**config.mk**
```make
export PLATFORM = sky130hd
export DESIGN_NAME = instr_exec
export DESIGN_NICKNAME = d
export VERILOG_FILES = /design/src/exec_pkg.sv /design/src/instr_exec.sv
export SDC_FILE = /design/constraint.sdc
export NUM_CORES = 1
export LEC_CHECK = 0
export BUFFER_PORTS_ARGS = -buffer_cell sky130_fd_sc_hd__buf_2
export CORE_ASPECT_RATIO = 0.5
export CORE_MARGIN = 2
export CORE_UTILIZATION = 59
export DETAILED_ROUTE_END_ITERATION = 16
export GPL_TIMING_DRIVEN = 0
export PLACE_DENSITY = 0.87
export SLEW_MARGIN = 0
export SYNTH_ARGS = -nofsm -noshare
export SYNTH_HDL_FRONTEND = slang
export SYNTH_SLANG_ARGS = --single-unit
```
**constraint.sdc**
```tcl
create_clock -name ref_clk -period 4.2 [get_ports ref_clk]
set_clock_uncertainty 0.2 [all_clocks]
set_input_delay 1.05 -clock ref_clk [delete_from_list [all_inputs] [get_ports ref_clk]]
set_output_delay 1.05 -clock ref_clk [all_outputs]
set_load 0.02 [all_outputs]
```
**src/exec_pkg.sv**
```systemverilog
// Package for the instruction-subset execution unit.
// Assumes a single core clock; no bus partner.
package exec_pkg;

    localparam int DATA_W = 8;
    localparam int ADDR_W = 7;
    localparam int PC_W = 13;
    localparam int STACK_DEPTH = 8;
    localparam int STACK_PTR_W = 3;
    localparam int NIB_W = 4;

    localparam logic [DATA_W-1:0] ZERO_BYTE = 8'h00;
    localparam logic [PC_W-1:0] PC_RESET = 13'h0000;
    localparam logic DEST_ACC = 1'b0;
    localparam logic DEST_FILE = 1'b1;
    localparam logic TIMEOUT_RESET = 1'b1;
    localparam logic POWERDOWN_RESET = 1'b1;
    localparam logic TIMEOUT_ON_SLEEP = 1'b1;
    localparam logic POWERDOWN_ON_SLEEP = 1'b0;

    typedef enum logic [3:0] {
        OP_NONE = 4'h0,
        OP_SLEEP = 4'h1,
        OP_RETURN = 4'h2,
        literal_minus_acc_op = 4'h3,
        reg_minus_acc_op = 4'h4,
        rotate_right_carry_op = 4'h5,
        nibble_exchange_op = 4'h6,
        reg_exclusive_or_op = 4'h7,
        literal_exclusive_or_op = 4'h8,
        OP_CALL = 4'h9
    } opcode_t;

    typedef enum logic [1:0] {
        ST_RUN = 2'b00,
        ST_RET2 = 2'b01,
        ST_SLEEP = 2'b10
    } core_state_t;

endpackage

```
**src/instr_exec.sv**
```systemverilog
// Execution unit for a subset of an 8-bit core's instructions.
// Assumes the decoder presents one instruction per cycle with issue_valid,
// and that the file-register array answers file_rdata combinationally.
// A return with nothing pushed loads an unknown program counter; the stack has no guard.
//
// Contract
// RULE_01: Sleep sets the time-out flag to one and clears the power-down flag.
// RULE_02: Sleep clears the watchdog counter and its prescaler.
// RULE_03: After sleep the core enters sleep, stops the oscillator and executes nothing.
// RULE_04: Return pops the stack into the program counter and changes no flag.
// RULE_05: Return takes two instruction cycles.
// RULE_06: Literal minus accumulator goes to the accumulator; carry, half carry and zero update.
// RULE_07: Register minus accumulator goes to the destination; carry, half carry and zero update.
// RULE_08: Destination bit 0 selects the accumulator, 1 the addressed file register.
// RULE_09: Rotate right moves old carry into bit 7 and bit 0 into carry, only carry changes.
// RULE_10: Nibble swap exchanges the register halves and changes no flag.
// RULE_11: Register XOR of accumulator and register goes to the destination, only zero changes.
// RULE_12: Literal XOR of accumulator and literal goes to the accumulator, only zero changes.
// RULE_13: Zero marks a zero result; subtract carry and half carry mean no borrow.
module instr_exec #(
    parameter int DATA_W = exec_pkg::DATA_W,
    parameter int STACK_DEPTH = exec_pkg::STACK_DEPTH
) (
    input wire logic ref_clk,
    input wire logic arst_n,
    input wire logic issue_valid,
    input wire logic [3:0] opcode,
    input wire logic [exec_pkg::ADDR_W-1:0] file_addr,
    input wire logic dest_sel,
    input wire logic [DATA_W-1:0] literal,
    input wire logic [exec_pkg::PC_W-1:0] call_target,
    input wire logic [DATA_W-1:0] file_rdata,
    input wire logic wake,
    output logic issue_ready,
    output logic file_we,
    output logic [exec_pkg::ADDR_W-1:0] file_waddr,
    output logic [DATA_W-1:0] file_wdata,
    output logic [DATA_W-1:0] acc,
    output logic carry_flag,
    output logic half_carry_flag,
    output logic zero_flag,
    output logic timeout_flag,
    output logic powerdown_flag,
    output logic watchdog_clear,
    output logic osc_run,
    output logic sleeping,
    output logic [exec_pkg::PC_W-1:0] pc
);

    typedef struct packed {
        logic [DATA_W-1:0] res;
        logic c;
        logic dc;
    } sub_res_t;

    // Minuend minus subtrahend with no-borrow carries
    function automatic sub_res_t sub8(input logic [DATA_W-1:0] a, input logic [DATA_W-1:0] b);
        logic [DATA_W:0] full;
        logic [exec_pkg::NIB_W:0] low;
        sub_res_t r;
        full = {1'b0, a} + {1'b0, ~b} + {{DATA_W{1'b0}}, 1'b1};
        low = {1'b0, a[exec_pkg::NIB_W-1:0]} + {1'b0, ~b[exec_pkg::NIB_W-1:0]}
            + {{exec_pkg::NIB_W{1'b0}}, 1'b1};
        r.res = full[DATA_W-1:0];
        r.c = full[DATA_W];
        r.dc = low[exec_pkg::NIB_W];
        return r;
    endfunction

    // Next sequential address, for fetch advance and for the pushed return address
    function automatic logic [exec_pkg::PC_W-1:0] pc_inc(input logic [exec_pkg::PC_W-1:0] v);
        return v + {{(exec_pkg::PC_W-1){1'b0}}, 1'b1};
    endfunction

    // Stack pointer one step up or down; wraps at the stack depth
    function automatic logic [exec_pkg::STACK_PTR_W-1:0] sp_step(
            input logic [exec_pkg::STACK_PTR_W-1:0] v, input logic up);
        logic [exec_pkg::STACK_PTR_W-1:0] one;
        one = {{(exec_pkg::STACK_PTR_W-1){1'b0}}, 1'b1};
        return up ? v + one : v - one;
    endfunction

    exec_pkg::core_state_t state_r;
    logic [DATA_W-1:0] acc_r;
    logic carry_r;
    logic half_carry_r;
    logic zero_r;
    logic timeout_r;
    logic powerdown_r;
    logic watchdog_clr_r;
    logic file_we_r;
    logic [exec_pkg::ADDR_W-1:0] file_waddr_r;
    logic [DATA_W-1:0] file_wdata_r;
    logic [exec_pkg::PC_W-1:0] pc_r;
    logic [exec_pkg::PC_W-1:0] stack_mem [STACK_DEPTH];
    logic [exec_pkg::STACK_PTR_W-1:0] sp_r;

    logic run;
    exec_pkg::opcode_t op;
    sub_res_t lit_sub;
    sub_res_t reg_sub;
    logic [DATA_W-1:0] result_nxt;
    logic has_result;
    logic to_file;
    logic upd_z;
    logic upd_c;
    logic upd_dc;
    logic c_nxt;
    logic dc_nxt;
    logic [exec_pkg::STACK_PTR_W-1:0] sp_pop;
    logic wr_file;
    logic wr_acc;
    logic sleep_take;
    logic ret_take;
    logic call_take;

    assign op = exec_pkg::opcode_t'(opcode);
    assign run = issue_valid && (state_r == exec_pkg::ST_RUN);
    assign issue_ready = (state_r == exec_pkg::ST_RUN);
    assign lit_sub = sub8(literal, acc_r);
    assign reg_sub = sub8(file_rdata, acc_r);
    assign sp_pop = sp_step(sp_r, 1'b0);
    assign sleep_take = run && (op == exec_pkg::OP_SLEEP);
    assign ret_take = run && (op == exec_pkg::OP_RETURN);
    assign call_take = run && (op == exec_pkg::OP_CALL);
    assign wr_file = run && has_result && to_file;
    assign wr_acc = run && has_result && !to_file;

    // Operand routing and flag update masks for each instruction
    always_comb begin
        result_nxt = acc_r;
        has_result = 1'b0;
        to_file = 1'b0;
        upd_z = 1'b0;
        upd_c = 1'b0;
        upd_dc = 1'b0;
        c_nxt = carry_r;
        dc_nxt = half_carry_r;
        unique case (op)
            exec_pkg::literal_minus_acc_op: begin
                result_nxt = lit_sub.res; // [RULE_06]
                has_result = 1'b1;
                {upd_z, upd_c, upd_dc} = 3'h7;
                c_nxt = lit_sub.c; // [RULE_13]
                dc_nxt = lit_sub.dc; // [RULE_13]
            end
            exec_pkg::reg_minus_acc_op: begin
                result_nxt = reg_sub.res; // [RULE_07]
                has_result = 1'b1;
                to_file = (dest_sel == exec_pkg::DEST_FILE);
                {upd_z, upd_c, upd_dc} = 3'h7;
                c_nxt = reg_sub.c; // [RULE_13]
                dc_nxt = reg_sub.dc; // [RULE_13]
            end
            exec_pkg::rotate_right_carry_op: begin
                result_nxt = {carry_r, file_rdata[DATA_W-1:1]}; // [RULE_09]
                has_result = 1'b1;
                to_file = (dest_sel == exec_pkg::DEST_FILE);
                upd_c = 1'b1;
                c_nxt = file_rdata[0]; // [RULE_09]
            end
            exec_pkg::nibble_exchange_op: begin
                result_nxt = {file_rdata[exec_pkg::NIB_W-1:0],
                    file_rdata[DATA_W-1:exec_pkg::NIB_W]}; // [RULE_10]
                has_result = 1'b1;
                to_file = (dest_sel == exec_pkg::DEST_FILE);
            end
            exec_pkg::reg_exclusive_or_op: begin
                result_nxt = acc_r ^ file_rdata; // [RULE_11]
                has_result = 1'b1;
                to_file = (dest_sel == exec_pkg::DEST_FILE);
                upd_z = 1'b1;
            end
            exec_pkg::literal_exclusive_or_op: begin
                result_nxt = acc_r ^ literal; // [RULE_12]
                has_result = 1'b1;
                upd_z = 1'b1;
            end
            default: begin
            end
        endcase
    end

    // Accumulator and file write-back
    always_ff @(posedge ref_clk or negedge arst_n) begin
        if (!arst_n) begin
            acc_r <= exec_pkg::ZERO_BYTE;
            file_we_r <= 1'b0;
            file_waddr_r <= '0;
            file_wdata_r <= exec_pkg::ZERO_BYTE;
        end else begin
            file_we_r <= wr_file; // [RULE_08]
            if (wr_file) begin
                file_waddr_r <= file_addr;
                file_wdata_r <= result_nxt;
            end
            if (wr_acc) begin
                acc_r <= result_nxt; // [RULE_08]
            end
        end
    end

    // Arithmetic status flags
    always_ff @(posedge ref_clk or negedge arst_n) begin
        if (!arst_n) begin
            carry_r <= 1'b0;
            half_carry_r <= 1'b0;
            zero_r <= 1'b0;
        end else if (run) begin
            if (upd_c) begin
                carry_r <= c_nxt;
            end
            if (upd_dc) begin
                half_carry_r <= dc_nxt;
            end
            if (upd_z) begin
                zero_r <= (result_nxt == exec_pkg::ZERO_BYTE); // [RULE_13]
            end
        end
    end

    // Power status flags and watchdog clear
    always_ff @(posedge ref_clk or negedge arst_n) begin
        if (!arst_n) begin
            timeout_r <= exec_pkg::TIMEOUT_RESET;
            powerdown_r <= exec_pkg::POWERDOWN_RESET;
            watchdog_clr_r <= 1'b0;
        end else begin
            // One pulse clears both the watchdog counter and its prescaler
            watchdog_clr_r <= sleep_take; // [RULE_02]
            if (sleep_take) begin
                timeout_r <= exec_pkg::TIMEOUT_ON_SLEEP; // [RULE_01]
                powerdown_r <= exec_pkg::POWERDOWN_ON_SLEEP; // [RULE_01]
            end
        end
    end

    // Sequencer: two-cycle return and sleep
    always_ff @(posedge ref_clk or negedge arst_n) begin
        if (!arst_n) begin
            state_r <= exec_pkg::ST_RUN;
        end else begin
            unique case (state_r)
                exec_pkg::ST_RUN: begin
                    if (sleep_take) begin
                        state_r <= exec_pkg::ST_SLEEP; // [RULE_03]
                    end else if (ret_take) begin
                        state_r <= exec_pkg::ST_RET2; // [RULE_05]
                    end
                end
                // Second cycle of a return: issue_ready is low and nothing is taken
                exec_pkg::ST_RET2: state_r <= exec_pkg::ST_RUN; // [RULE_05]
                exec_pkg::ST_SLEEP: begin
                    // The pc was held, so on wake it still holds the address of the sleep instruction
                    if (wake) begin
                        state_r <= exec_pkg::ST_RUN;
                    end
                end
                default: state_r <= exec_pkg::ST_RUN;
            endcase
        end
    end

    // Program counter and call stack
    always_ff @(posedge ref_clk or negedge arst_n) begin
        if (!arst_n) begin
            pc_r <= exec_pkg::PC_RESET;
            sp_r <= '0;
        end else if (run) begin
            // Sleep holds the pc; every other taken instruction moves it
            if (op == exec_pkg::OP_RETURN) begin
                pc_r <= stack_mem[sp_pop]; // [RULE_04]
                sp_r <= sp_pop; // [RULE_04]
            end else if (op == exec_pkg::OP_CALL) begin
                pc_r <= call_target;
                sp_r <= sp_step(sp_r, 1'b1);
            end else if (op != exec_pkg::OP_SLEEP) begin
                pc_r <= pc_inc(pc_r);
            end
        end
    end

    // Call stack storage; no reset, so a return with no call before it reads an unwritten slot
    always_ff @(posedge ref_clk) begin
        if (call_take) begin
            stack_mem[sp_r] <= pc_inc(pc_r);
        end
    end

    assign acc = acc_r;
    assign file_we = file_we_r;
    assign file_waddr = file_waddr_r;
    assign file_wdata = file_wdata_r;
    assign carry_flag = carry_r;
    assign half_carry_flag = half_carry_r;
    assign zero_flag = zero_r;
    assign timeout_flag = timeout_r;
    assign powerdown_flag = powerdown_r;
    assign watchdog_clear = watchdog_clr_r;
    // Oscillator gate and sleep indication come from one state decode and move together
    assign osc_run = (state_r != exec_pkg::ST_SLEEP); // [RULE_03]
    assign sleeping = (state_r == exec_pkg::ST_SLEEP);
    assign pc = pc_r;

endmodule

```
### After elaboration in Yosys (flattened, before gate mapping)

Memory sizes are Yosys's and may differ from the RTL's.
Cells that the tools add are included.

* flip-flop bits (word level): 47
* bits in latches: 0
* RAM bits: 104
* memory bits (read-only): 0
* input bits: 45
* output and inout port bits: 46
* logic and storage cells: 86
* memories kept: 1

Memory list
* stack_mem: depth 8, bits a word 13, rd ports 1, clocked after Yosys merged registers in 0, wr ports 1, RTL line instr_exec.sv:95 `logic [exec_pkg::PC_W-1:0] stack_mem [STACK_DEPTH];`

* $add $sub $neg: 11
* multipliers: 0
* divide/modulo/power cells: 0
* $lt $le $gt $ge: 0
* equality and inequality tests: 14
* shift operators: 0
* multiplexer cells: 19
* bitwise operators: 4
* reductions and logical operators: 25

Operators by type and width (count)
* $pmux W8 S6: 1
* $mux W13: 3
* $add A8 B8 Y9: 2
* $add A9 B1 Y9 const B: 2
* $eq A4 B3 Y1 const B: 4
* $xor A8 B8 Y8: 2
* $add A13 B1 Y13 const B: 1
* $add A4 B4 Y5: 2
* $add A5 B1 Y5 const B: 2
* $eq A4 B2 Y1 const B: 2
* $eq A4 B4 Y1 const B: 2
* $logic_not A8 Y1: 1
* $not A8 Y8: 1
* $reduce_and A2 Y1: 4
* $reduce_or A4 Y1: 2
* $logic_and A1 B1 Y1: 7
* $mux W1: 7
* $mux W2: 3
* $mux W3: 2
* $reduce_and A3 Y1: 2
* $reduce_bool A3 Y1: 2
* $reduce_or A6 Y1: 1
* $eq A4 B1 Y1 const B: 1
* $ne A2 B2 Y1 const B: 2
* 14 further kinds: 15

### Logic depth before layout (Yosys ltp)

Gate-level depths: netlist (run 1).

* depth in word-level cells: 6
* depth in mapped cells: 11
* gate-level depth less buffers: 10

### Worst setup path after synthesis (run 1)

Ideal clock, no wire load.

* path type: input-to-reg
* from: input port opcode[2]
* to: memory stack_mem[1][0] (netlist name) (enable)
* arrival time: 3.100 ns
* data required time: 3.600 ns
* path slack: 0.500 ns
* stages: 6
* cell sequence: buf_6 clkbuf_1 nor3_1 clkbuf_1 nand3_1 nor3_1

* longest elaborated chain between the ends: 4

RTL lines
* start: declaration: RTL line instr_exec.sv:27 `input wire logic [3:0] opcode,`
* $eq A4 B4 Y1: RTL line instr_exec.sv:125 `assign call_take = run && (op == exec_pkg::OP_CALL);`
* $logic_and A1 B1 Y1: RTL line instr_exec.sv:125
* $mux W1: RTL line instr_exec.sv:285 `if (call_take) begin`
* $mux W1 (implied by the code): RTL line instr_exec.sv:286 `stack_mem[sp_r] <= pc_inc(pc_r);`
* end: declaration: RTL line instr_exec.sv:95

Every way passes these cells.

### Worst setup path after layout (run 1)

* from: register sp_r[0] (netlist name)
* to: register pc_r, in the netlist pc[1]

* longest elaborated chain between the ends: 3

RTL lines
* start: declaration: RTL line instr_exec.sv:96 `logic [exec_pkg::STACK_PTR_W-1:0] sp_r;`
* start signal: assignment: RTL line instr_exec.sv:273 `sp_r <= sp_pop;`
* start signal: assignment: RTL line instr_exec.sv:276 `sp_r <= sp_step(sp_r, 1'b1);`
* $sub A3 B1 Y3
* $mem_v2 Z8 W13
* $mux W13: RTL line instr_exec.sv:271 `if (op == exec_pkg::OP_RETURN) begin`
* end signal: assignment: RTL line instr_exec.sv:272 `pc_r <= stack_mem[sp_pop];`
* end signal: assignment: RTL line instr_exec.sv:275 `pc_r <= call_target;`
* end signal: assignment: RTL line instr_exec.sv:278 `pc_r <= pc_inc(pc_r);`
* end: declaration: RTL line instr_exec.sv:94 `logic [exec_pkg::PC_W-1:0] pc_r;`

Every way passes these cells.
A chain may end at the register's enable or synchronous reset.

==> impl_summary.md, run 1 <==
Outcome
The flow ran to the end, and the final reports show no timing, DRC or antenna violations.

Floorplan
The floorplan die area is 0.0140 sq mm. In this run the standard cell core region covers 0.0127 sq mm. The initial core utilization is 60.6%. After floorplanning, the core was divided into 29 placement rows.

The floorplan step set the die height to 84.8 um. 91 I/O pins were placed. Measured along the x axis, the die boundary spans 166 um.

Yosys
The number of instances in the synthesized netlist is 615. Summing the sequential cell areas from Yosys gives 55.9% of the chip area. Of all cell types, the one taking the most synthesized area is sky130_fd_sc_hd__edfxtp_1.

The total nets after synthesis is 682. Yosys mapped a number of flops with a built-in enable equal to 104. The post-synthesis sequential element count is 151. After synthesis, the largest area contributor takes up 40.6% of total cell area. The synthesis warning total is 0.

Synthesis instantiated 57 different standard cells from the library. The most common flop cell mapped by yosys is sky130_fd_sc_hd__edfxtp_1. By area the synthesized netlist is led by sky130_fd_sc_hd__edfxtp_1, sky130_fd_sc_hd__dfrtp_1, sky130_fd_sc_hd__mux4_2. The synthesized netlist occupies a cell area of 0.00770 sq mm.

The async set-or-reset flop fraction in the synthesized netlist is 31.1%. The average instance area after synthesis is 12.5 sq um.

Clock network
The count of H-tree levels built during CTS is 4. CTS placed an instance of sky130_fd_sc_hd__clkbuf_16 at the clock tree root. The CTS tree is yes. The number of buffers created by CTS is 17. The number of clock sinks seen by CTS is 151. The clock passes through at most 2 buffers. Hold repair after CTS inserted 0 buffers. The number of buffers inserted by post-CTS setup repair is 0. Clock latency on the worst-skew pair, taken at its later pin, is 420 ps.

The clock transition time at the flip-flop clock pins of the worst setup and hold paths is 70 ps. The post-cts gate resize count is 0.

GRT
The global-route usage over all layers is 30.0%. The number of antenna violations at the first check in global routing came to 0. The number of global-route vias before repair is 5681. The total overflow left after global routing is 0. The pin count of the biggest net entering global routing is 48. The first global-routing pass estimated 30.8 mm of wire.

Job
Max-cap violations in this run came to 0.

Routing
The initial DRC count is 567. The pre-antenna-repair detailed-routing pass consisted of 5 iterations. The via density per instance is 6.33.

The number of remaining DRC errors is 0. The vias after detailed routing is 5737. The count of nets left with antenna violations once routing finished came out at 0.

The routed length per instance is 21.8 um. The routed wire length is 19.8 mm.

Worst setup path
At the worst endpoint, the required time is 4280 ps. The capturing element type of the critical path is a flop. The type of origin of the critical path is a flop. The setup path with the least slack is of type reg -> reg. The launching element of the worst setup path is sp_r[0].

The largest fanout on the critical path is 10. The worst endpoint data arrival time is 4040 ps. The worst register-to-register path begins at sp_r[0].

Cells and area
After the last flow step, the layout net total stands at 791. The total of fill cells in the finished design is 873. The area of all placed cells without fillers is 0.00896 sq mm.

Relative to the synthesized area, the layout overhead comes to 16.4%. The antenna diode count is 0. The layout cell share with drive strength beyond 1 is 27.1%.

Timing
In the final timing run, aggregate negative setup slack is 0 ps. In the finished design, the share of the clock period the worst path needs comes to 94.4%. The worst slew margin relative to its limit is 23.9%. Setup violations remaining at the end of the flow were counted as 0.

The transition time of the tightest slew-check pin is 1140 ps. The worst path meets setup with 237 ps of slack. The final hold violation count is 0.

The max-slew violation count was 0. Setup repair after global routing left no endpoint under its margin. The post-route minimum period is 3960 ps.

The worst hold slack is 301 ps. Derived from the worst setup path, the maximum achievable clock frequency is 0.252 GHz.

Placed design
The area of placed instances is 0.00840 sq mm. The congestion estimate from routability-driven global placement came to 0.951. The HPWL after detailed placement is 13.4 mm. The count of buffers from port buffering is 87. Timing analysis after detailed placement gives a worst setup slack of -321 ps.

Hold path
The startpoint of the tightest hold check path is file_wdata[1]. The class of the tightest hold or removal check is reg -> reg.

Power and ir drop
The total design power is 5.83 mW. The portion of total power attributed to combinational logic is 39.7%. The areal power density over the cells is 651 mW/mm^2.

The net switching share of the total power is 37.6%. In this run, the clock network consumes 24.5% of the power. The leakage dissipation is 3.53 nW. The analysis attributes to net switching a power of 2.19 mW. The part of the power in registers is 35.7%. The internal power component is 3.64 mW.

Across the VDD grid, the largest voltage drop is 340 uV.
==> kinds of logic (layout without fill, tap and decap cells) <==
logic type	Yosys count	in the layout	synth area share (%)
and+or+nand+nor	168	168	10.2
DFF	151	151	55.9
AOI/OAI and AO/OA	124	124	10.5
muxes	72	72	14.0
buffers and inverters	56	178	3.20
adders and majority gates	22	22	3.77
xor gates and xnor gates	21	21	2.39
other	1	1	0.0487
==> cells in the mapped netlist, drive strengths merged, types with 3 or more instances <==
cell / count
o21a: 3
nor2b: 8
nand2: 45
nand4: 3
mux4: 26
clkbuf: 16
xnor2: 14
nand2b: 15
o32ai: 6
o22ai: 7
inv: 27
dfrtp: 46
a211oi: 4
o31a: 3
nor3: 14
nor2: 60
mux2i: 19
nand3: 9
xor2: 7
buf: 13
ha: 20
mux2: 27
a21oi: 38
and2: 4
edfxtp: 104
o21ai: 38
==> final timing paths <==
kind | endpoint | slack [ps] | depth (start not counted)
worst min-delay path | file_wdata[1] | 300 | 1
min in group asynchronous | acc[0] | 630 | 1
max in group asynchronous | pc[1] | 2440 | 1
worst max register to register | pc[1] | 240 | 11
worst max-delay path | pc[1] | 240 | 11
worst min register to register | file_wdata[1] | 300 | 1
==> state kept, by name, indices dropped and copies added (netlist names), 2 cells and up <==
signal	flops
file_wdata	8
acc	8
sp_r	3
stack_mem	104
state_r	2
file_waddr	7
pc	13
==> worst max-delay path, cell delays in order (launching register included) <==
cell and delay [ps]:
sky130_fd_sc_hd__dfrtp_1 370, sky130_fd_sc_hd__buf_2 330, sky130_fd_sc_hd__buf_2 430, sky130_fd_sc_hd__inv_1 190, sky130_fd_sc_hd__ha_1 350, sky130_fd_sc_hd__clkbuf_1 490, sky130_fd_sc_hd__clkbuf_1 560, sky130_fd_sc_hd__mux4_2 420
sky130_fd_sc_hd__mux2i_1 160, sky130_fd_sc_hd__nor2_1 70, sky130_fd_sc_hd__a21oi_1 160, sky130_fd_sc_hd__o21ai_0 90
==> metal layers <==
metal	track usage [%]	part of all wire [%]
met5	0	0
met4	13.8	3.8
met3	6.27	9.1
met2	48.5	47
met1	39.4	40
==> layout by cell type (no fill, tap or decap), types with 3 or more instances in the layout <==
master,instances
sky130_fd_sc_hd__a211oi_1,4
sky130_fd_sc_hd__a21oi_1,38
sky130_fd_sc_hd__and2_1,4
sky130_fd_sc_hd__buf_2,95
sky130_fd_sc_hd__buf_4,3
sky130_fd_sc_hd__buf_6,3
sky130_fd_sc_hd__clkbuf_1,16
sky130_fd_sc_hd__clkbuf_16,17
sky130_fd_sc_hd__dfrtp_1,46
sky130_fd_sc_hd__edfxtp_1,104
sky130_fd_sc_hd__ha_1,20
sky130_fd_sc_hd__inv_1,27
sky130_fd_sc_hd__inv_6,4
sky130_fd_sc_hd__mux2_2,27
sky130_fd_sc_hd__mux2i_1,19
sky130_fd_sc_hd__mux4_2,26
sky130_fd_sc_hd__nand2_1,45
sky130_fd_sc_hd__nand2b_1,15
sky130_fd_sc_hd__nand3_1,9
sky130_fd_sc_hd__nand4_1,3
sky130_fd_sc_hd__nor2_1,55
sky130_fd_sc_hd__nor2_2,5
sky130_fd_sc_hd__nor2b_1,8
sky130_fd_sc_hd__nor3_1,12
sky130_fd_sc_hd__o21a_1,3
sky130_fd_sc_hd__o21ai_0,37
sky130_fd_sc_hd__o22ai_1,7
sky130_fd_sc_hd__o31a_1,3
sky130_fd_sc_hd__o32ai_1,6
sky130_fd_sc_hd__xnor2_1,14
sky130_fd_sc_hd__xor2_1,7
==> layout make-up <==
cell class / instances / area [sq um] / area share (%)
plain buffers: 29 / 146 / 1.63
clock buffers: 18 / 429 / 4.79
clock inverters: 14 / 120 / 1.34
inverters: 27 / 101 / 1.13
multi-input cells: 408 / 3170 / 35.4
flip-flops and latches: 151 / 4300 / 48.0
well taps: 170 / 213 / 2.37
repair buffers: 90 / 477 / 5.32
==> metrics by stage <==
step                      utilization (%)  std cells
after global placement               65.7        872
after CTS                            70.5        907
after global routing                 70.6        907
after floorplan                         -        615
after detailed placement             66.2        875
final                                70.6        907
==> power by group through the flow <==
stage,logic [mW],clock network [mW],registers (mW)
2_1_floorplan,1.47,0,2.25
3_3_place_gp,2.18,0,2.10
3_5_place_dp,2.27,0,2.10
4_1_cts,2.30,1.43,2.08
5_1_grt,2.49,1.49,2.11
6_report,2.32,1.43,2.08
(Power assumes the default switching activity.)
==> run 2, diff against run 1 <==
- CORE_UTILIZATION: 59 -> 30
- PLACE_DENSITY: 0.87 -> 0.53
- TNS_END_PERCENT: unset -> 30
- clock period: 4.2 -> 5 ns (I/O delays scaled with it)
==> run 2 against run 1 <==
  * Via count down 5.4%
  * First-iteration DRC count down 25%
  * Register-to-register slack better by 580 ps
  * Count of clock-buffer cells in the layout down 1
  * Total power down 13%
  * Sequential power down 16%
  * Global-route usage down 14 points
  * Core utilization down 34 points
  * Cell count up 19%
  * Combinational power down 16%
==> impl_summary.md, run 2 (synthesis gave the netlist of run 1 again) <==
Timing
The portion of the clock cycle consumed by the worst path in the final layout came to 83.6% (-11 points). Setup repair after global routing left no endpoint under its margin. The post-route minimum period came to 4180 ps (+218 ps).

The max-slew violation count is 0 (unchanged). The transition time of the tightest slew-check pin is 1180 ps (+42.1 ps). The final hold violation count is 0 (unchanged).

The worst slew margin relative to its limit is 21.1% (-2.8 points). The total negative slack for setup checks was 0 ps (unchanged). The worst hold slack is 292 ps (-9.54 ps). The achievable clock frequency was 0.239 GHz (-5.2%). The final setup violation count is 0 (unchanged). The worst setup slack after layout was 819 ps (+582 ps).

Placed design
The HPWL after detailed placement was 15.1 mm (+13%). The post-placement cell count came to 1051 (+20%). The worst slack after detailed placement is 371 ps (+692 ps).

The area of placed instances is 0.00866 sq mm (+3.0%). The count of buffers from port buffering came to 87 (unchanged). The global placement routability congestion is 0.840 (-12%).

Worst setup path
The signal on the critical path passes through buf_2, buf_2, inv_1, ha_1, clkbuf_1, clkbuf_1, mux4_2, a211oi_1, a21oi_1, mux2_2. The required arrival time at the worst endpoint is 5120 ps (+840 ps). The largest fanout on the critical path is 10 (unchanged). The worst setup path is launched from a flop. The critical path is of the reg -> reg type. The worst endpoint data arrival time is 4300 ps (+260 ps). The cell type of the slowest stage on the worst timing path is sky130_fd_sc_hd__clkbuf_1. The capturing element type of the critical path is a flop. The peak per-stage delay on the critical path came to 590 ps (+30 ps).

Power and ir drop
The total design power is 5.05 mW (-13%). The areal power density over the cells was 545 mW/mm^2 (-16%). The worst-case vdd ir drop was 216 uV (-36%). The leakage dissipation came to 3.58 nW (+1.4%).

Cells and area
The top register by number of flip-flops is stack_mem. The total of fill cells in the finished design is 2461 (+180%). The layout cell share with drive strength beyond 1 is 27.6% (+0.47 points). The area of all placed cells without fillers was 0.00927 sq mm (+3.4%). The final core utilization is 36.8% (-34 points). The number of flip-flops in the largest register was 104 (unchanged). The antenna diode count is 0 (unchanged).

The most common cell after layout, fill and taps aside is sky130_fd_sc_hd__edfxtp_1. The library cells used most frequently in the layout, excluding fill and tap cells, are sky130_fd_sc_hd__edfxtp_1, sky130_fd_sc_hd__buf_2, sky130_fd_sc_hd__nor2_1. The relative area change from synthesis to final layout is 20.4%. The non-filler instance count after layout came to 1083 (+19%).

The layout net count is 793 (+0.25%).

Floorplan
The chip width is 231 um (+39%). The count of boundary I/O pins was 91 (unchanged). The floorplan die area was 0.0270 sq mm (+93%). The initial core utilization was 30.6% (-30 points). The floorplan die height came to 117 um (+38%). The core area was 0.0252 sq mm (+98%). The total number of placement rows was 41 (+41%).

Clock network
The clock transition time at the flip-flop clock pins of the worst setup and hold paths is 70 ps (about the same). The number of clock sinks seen by CTS is 151 (unchanged). The number of hold buffers added after CTS is 0 (unchanged).

The post-cts gate resize count is 0 (unchanged). The count of H-tree levels built during CTS is 4 (unchanged). The number of buffers created by CTS is 17 (unchanged). The insertion delay of the later-clocked pin in the worst-skew pair is 430 ps (about the same). The CTS root buffer is sky130_fd_sc_hd__clkbuf_16.

The buffer depth of the longest clock path is 2 (unchanged). TritonCTS built the clock tree. The number of buffers inserted by post-CTS setup repair is 0 (unchanged).

GRT
The pin count of the biggest net entering global routing was 48 (unchanged). The wire length of the first global-routing pass is 31.8 mm (+3.4%). The global-route usage over all layers came to 16.0% (-14 points). The number of antenna violations at the first check in global routing is 0 (unchanged). The global-route congestion overflow total came to 0 (unchanged). The number of global-route vias before repair is 5272 (-7.2%).

Job
The count of maximum capacitance violations is 0 (unchanged).

Routing
The routed length per instance is 19.5 um (-10%). The initial DRC count is 423 (-25%). The via density per instance is 5.01 (-21%). The routed wire length is 21.2 mm (+7.1%).

The number of search-and-repair iterations in the first detailed-routing pass is 5 (unchanged). The vias after detailed routing is 5429 (-5.4%). The number of remaining DRC errors was 0 (unchanged). The post-detailed-route count of antenna-violating nets came to 0 (unchanged).

Hold path
The class of the tightest hold or removal check is reg -> reg.

Outcome
The run finished with clean final reports.
[run 2: layout make-up]
type                       count  area, sq um  share of cell area [%]
buffer                        29          145                    1.57
clock buffer                  17          425                    4.59
clock inverter                15          185                    2.00
inverter                      27          101                    1.09
multi-input combinational    408         3180                    34.3
sequential                   151         4300                    46.4
tap                          344          430                    4.64
timing repair buffer          92          503                    5.43
[run 2: worst paths after layout]
kind | startpoint | to | slack (ps) | cells after the start
worst min register to register | powerdown_flag | powerdown_flag | 290 | 1
max in group asynchronous | arst_n | file_waddr[1] | 3010 | 1
min in group asynchronous | arst_n | pc[4] | 850 | 1
worst max-delay path | sp_r[0] | pc[3] | 820 | 10
worst max register to register | sp_r[0] | pc[3] | 820 | 10
worst min-delay path | powerdown_flag | powerdown_flag | 290 | 1
[run 2: per-layer routing]
| layer | vias to the layer above | track usage (%) | routed length (um) |
|---|---|---|---|
| met5 | - | 0 | 0 |
| met4 | 0 | 5.81 | 478 |
| met3 | 32 | 3.42 | 980 |
| met2 | 151 | 26.7 | 10300 |
| met1 | 2726 | 20.9 | 9400 |
| li1 | 2520 | - | - |
[run 2: worst max-delay path: cells and delay by family, from the launching register on]
| family | cells | cell delay (ps) |
|---|---|---|
| muxes | 2 | 700 |
| buffers and inverters | 5 | 2110 |
| DFF | 1 | 340 |
| adders and majority gates | 1 | 310 |
| AOI/OAI and AO/OA | 2 | 400 |
[run 2: power breakdown]
part	internal, mW	leakage, nW	switching (mW)
sequential	1.60	1.52	0.146
combinational	0.804	1.76	1.15
clock	0.760	0.302	0.587
==> run 3, diff against run 2 <==
- ABC_AREA: unset -> 1
- clock period: 5 -> 4.3 ns (I/O delays scaled with it)
==> run 3 against run 2 <==
  * Wire length increased by 9.5%
  * Cell area increased by 0.18%
  * Sequential cell count did not move
  * First-iteration DRC count is 6.6% higher
  * Cell count up 23%
  * Largest power group unchanged
  * Area after synthesis is 0.62% higher
  * Highest routed layer unchanged
==> impl_summary.md, run 3 <==
Cells and area
The antenna diode count is 0 (unchanged). The layout cell share with drive strength beyond 1 is 15.9% (-12 points). The final core utilization is 36.7% (-0.085 points). The library cells used most frequently in the layout, excluding fill and tap cells, are sky130_fd_sc_hd__nand2_1, sky130_fd_sc_hd__edfxtp_1, sky130_fd_sc_hd__nor2_1. The most common cell after layout, fill and taps aside is sky130_fd_sc_hd__nand2_1. The layout net count is 1044 (+32%). The total of fill cells in the finished design is 2592 (+5.3%). The number of flip-flops in the largest register is 104 (unchanged). Relative to the synthesized area, the layout overhead comes to 19.9%. The top register by number of flip-flops is stack_mem.

Job
The count of maximum capacitance violations was 0 (unchanged).

Timing
The post-route minimum period is 3830 ps (-347 ps). The max-slew violation count is 0 (unchanged). The final setup violation count is 0 (unchanged). Setup repair after global routing left no endpoint under its margin. The final hold violation count is 0 (unchanged).

The worst setup slack after layout was 465 ps (-353 ps). The achievable clock frequency was 0.261 GHz (+9.0%). The transition time of the tightest slew-check pin is 1200 ps (+17.7 ps). The portion of the clock cycle consumed by the worst path in the final layout was 89.2% (+5.6 points).

The worst slew margin relative to its limit is 19.9% (-1.2 points).

Clock network
The count of H-tree levels built during CTS is 4 (unchanged). The clock transition time at the flip-flop clock pins of the worst setup and hold paths was 60 ps (about the same). The tree is rooted in a sky130_fd_sc_hd__clkbuf_16.

The number of hold buffers added after CTS is 0 (unchanged). The post-cts gate resize count is 0 (unchanged). The insertion delay of the later-clocked pin in the worst-skew pair is 430 ps (about the same). The CTS tree is yes. The buffer depth of the longest clock path came to 2 (unchanged). The number of buffers inserted by post-CTS setup repair is 0 (unchanged). The number of buffers created by CTS is 17 (unchanged).

The number of clock sinks seen by CTS is 151 (unchanged).

Hold path
The class of the tightest hold or removal check is reg -> reg. The endpoint of the worst hold-timing path is powerdown_flag. In this run the most critical hold path is launched from powerdown_flag. The cell depth of the worst hold path is 2 (+1).

Routing
The routed wire length is 23.2 mm (+9.5%). The routed length per instance was 17.4 um (-11%). The via density per instance is 4.89 (-2.4%). The post-detailed-route count of antenna-violating nets is 0 (unchanged). The number of remaining DRC errors is 0 (unchanged). The initial DRC count is 451 (+6.6%).

The vias after detailed routing came to 6529 (+20%). The number of search-and-repair iterations in the first detailed-routing pass is 5 (unchanged).

Yosys
The sequential cell area fraction in the yosys report is 55.5% (-0.34 points). The area fraction in and, or, nand and nor cells after synthesis is 21.4% (+11 points). The share of the synthesized area in the top cell type is 40.3% (-0.25 points). The share of cell area taken by muxes after synthesis was 0% (-14 points). The number of distinct library cells after synthesis came to 42 (-26%).

Among all flip-flop cells after synthesis, the most frequent one is sky130_fd_sc_hd__edfxtp_1. By area the synthesized netlist is led by sky130_fd_sc_hd__edfxtp_1, sky130_fd_sc_hd__dfrtp_1, sky130_fd_sc_hd__nand2_1. The leading area contributor after synthesis is sky130_fd_sc_hd__edfxtp_1. The average instance area after synthesis came to 9.00 sq um (-28%). By area, the combinational part of the netlist is dominated by simple AND/OR/NAND/NOR gates. The number of instances in the synthesized netlist is 861 (+40%). The post-synthesis compound-gate area fraction was 12.1% (+1.6 points). The async set-or-reset flop fraction in the synthesized netlist was 31.1% (unchanged).

The parity-gate share of the synthesized area counting xor and xnor cells is 1.47% (-0.92 points). The number of synthesized flops with an enable pin is 104 (unchanged). The synthesis warning total is 0 (unchanged). Yosys instantiated no cell more often than sky130_fd_sc_hd__nand2_1.

The post-synthesis sequential element count is 151 (unchanged). The area of the mapped netlist is 0.00774 sq mm (+0.62%). The adder-cell area share of the yosys netlist is 3.75% (-0.023 points). The total nets after synthesis came to 928 (+36%).

The commonest cells after synthesis are sky130_fd_sc_hd__nand2_1, sky130_fd_sc_hd__edfxtp_1, sky130_fd_sc_hd__nor2_1.

Placed design
The count of buffers from port buffering came to 89 (+2.3%). The global placement routability congestion is 0.903 (+7.4%). The worst slack after detailed placement was 327 ps (-44.4 ps).

The HPWL after detailed placement is 17.0 mm (+13%).

Worst setup path
The worst reg-to-reg setup slack was 470 ps (-350 ps). The worst flop-to-flop path endpoint is pc[11]. Among the stages of the critical path, the cell type that occurs most often is sky130_fd_sc_hd__clkbuf_1.

The critical path in this run is classified as reg -> reg. The number of cells traversed by the worst register-to-register path is 11 (+1). The largest fanout on the critical path is 10 (unchanged).

The worst endpoint data arrival time was 3970 ps (-330 ps). The peak per-stage delay on the critical path is 520 ps (-70 ps). STA classifies the critical path startpoint as a flop. The required arrival time at the worst endpoint is 4440 ps (-680 ps). The cell type of the slowest stage on the worst timing path is sky130_fd_sc_hd__clkbuf_1.

The critical path goes through clkbuf_1, inv_2, buf_1, ha_1, clkbuf_1, inv_1, clkbuf_1, o21ai_0, o22ai_1, a21oi_1, a22oi_1. The startpoint of the worst register-to-register path is sp_r[0]. The capturing element type of the critical path is a flop.

GRT
The global-route usage over all layers is 17.4% (+1.4 points). The layer carrying the most global-route usage is met2. The pin count of the biggest net entering global routing is 48 (unchanged).

The global-route congestion overflow total is 0 (unchanged). The wire length of the first global-routing pass came to 36.0 mm (+13%). The number of global-route vias before repair is 6206 (+18%). The met1 layer usage reported by global route is 23.0% (+2.1 points). The routing usage on met2 is 29.0% (+2.3 points). The number of antenna violations at the first check in global routing is 0 (unchanged). The met3 capacity usage during global routing is 3.39% (-0.024 points).

Floorplan
The total number of placement rows is 41 (unchanged). The core area is 0.0253 sq mm (+0.41%). The count of boundary I/O pins is 91 (unchanged).

The chip width is 231 um (+0.30%). The floorplan die area was 0.0272 sq mm (+0.60%). The floorplan die height came to 118 um (+0.30%). The initial core utilization was 30.6% (+0.064 points).

Outcome
The run finished with clean final reports.

Power and ir drop
The portion of total power attributed to combinational logic came to 40.8% (+2.1 points). The net switching share of the total power is 42.2% (+4.9 points). The internal power component came to 3.35 mW (+5.8%).

The clock network fraction of total power came to 23.5% (-3.2 points). The part of the power in registers is 35.7% (+1.1 points). The areal power density over the cells was 624 mW/mm^2 (+15%).

The power dissipated by switching net loads is 2.45 mW (+30%). The worst-case vdd ir drop was 293 uV (+35%). The leakage dissipation is 3.92 nW (+9.6%).
## run 3: changes by cell type in the layout (fill, tap and decap cells not counted), sizes merged, moves of 11 or more
cell	delta
nand2	+159
nand3	+55
inv	+47
o21ai	+42
nor2	+41
mux2	-27
mux4	-26
mux2i	-19
nand2b	-15
o22ai	+15
a21oi	-11
xnor2	-11
## run 3: cell families after synthesis
| logic type | Yosys count |
|---|---|
| compound gates | 164 |
| simple gates | 398 |
| fa+ha+maj | 22 |
| buf+inv | 112 |
| xor+xnor | 13 |
| flops | 151 |
| other cells | 1 |
## run 3: final cells by class
class                           instances  area (sq um)  area share [%]
Buffer                                 32           143            1.54
Timing Repair Buffer                   97           539            5.81
Clock buffer                           21           450            4.85
Inverter                               80           300            3.23
Clock inverter                         11          77.6           0.836
Sequential cell                       151          4300            46.3
Tap cell                              344           430            4.64
Multi-Input combinational cell        598          3040            32.8
## run 3: per-layer routing
metal  part of all wire, %  vias to the layer above
li1                      -                     3173
met2                    49                      185
met5                     0                        -
met1                    44                     3140
met3                   5.2                       31
met4                   1.4                        0
## run 3: power by group through the flow
stage / Sequential, mW / Combinational [mW] / Clock (mW)
final: 2.07 / 2.36 / 1.36
after detailed placement: 2.10 / 2.35 / 0
after global routing: 2.09 / 2.65 / 1.44
after global placement: 2.10 / 2.30 / 0
after CTS: 2.07 / 2.36 / 1.38
after floorplan: 2.20 / 1.37 / 0
## run 3: worst max-delay path by stage
| stage | slack, ps | cells past startpoint | endpoint | start |
|---|---|---|---|---|
| floorplan | 920 | 6 | stack_mem[0][0] | opcode[0] |
| global placement | -850 | 7 | stack_mem[3][5] | opcode[0] |
| detailed placement | 330 | 8 | stack_mem[3][5] | opcode[0] |
| CTS | 480 | 11 | pc[11] | sp_r[0] |
| global route | 180 | 11 | pc[11] | sp_r[0] |
| finish | 470 | 11 | pc[11] | sp_r[0] |
## run 3: worst max-delay path: cells and delay by family (launching register included)
kind            cells  cell delay (ps)
flops               1              370
fa+ha+maj           1              340
buf+inv             6             2060
compound gates      4              790
## run 3: per-stage QoR
step	TNS, ps	cells	hold WS (ps)	total power [mW]	cell area, sq um
after floorplan	0	861	277	3.58	7740
after global placement	-69490	1294	230	4.40	8620
after detailed placement	0	1302	242	4.45	8750
after CTS	0	1334	252	5.81	9280
after global routing	0	1334	273	6.18	9280
final	0	1334	249	5.80	9280
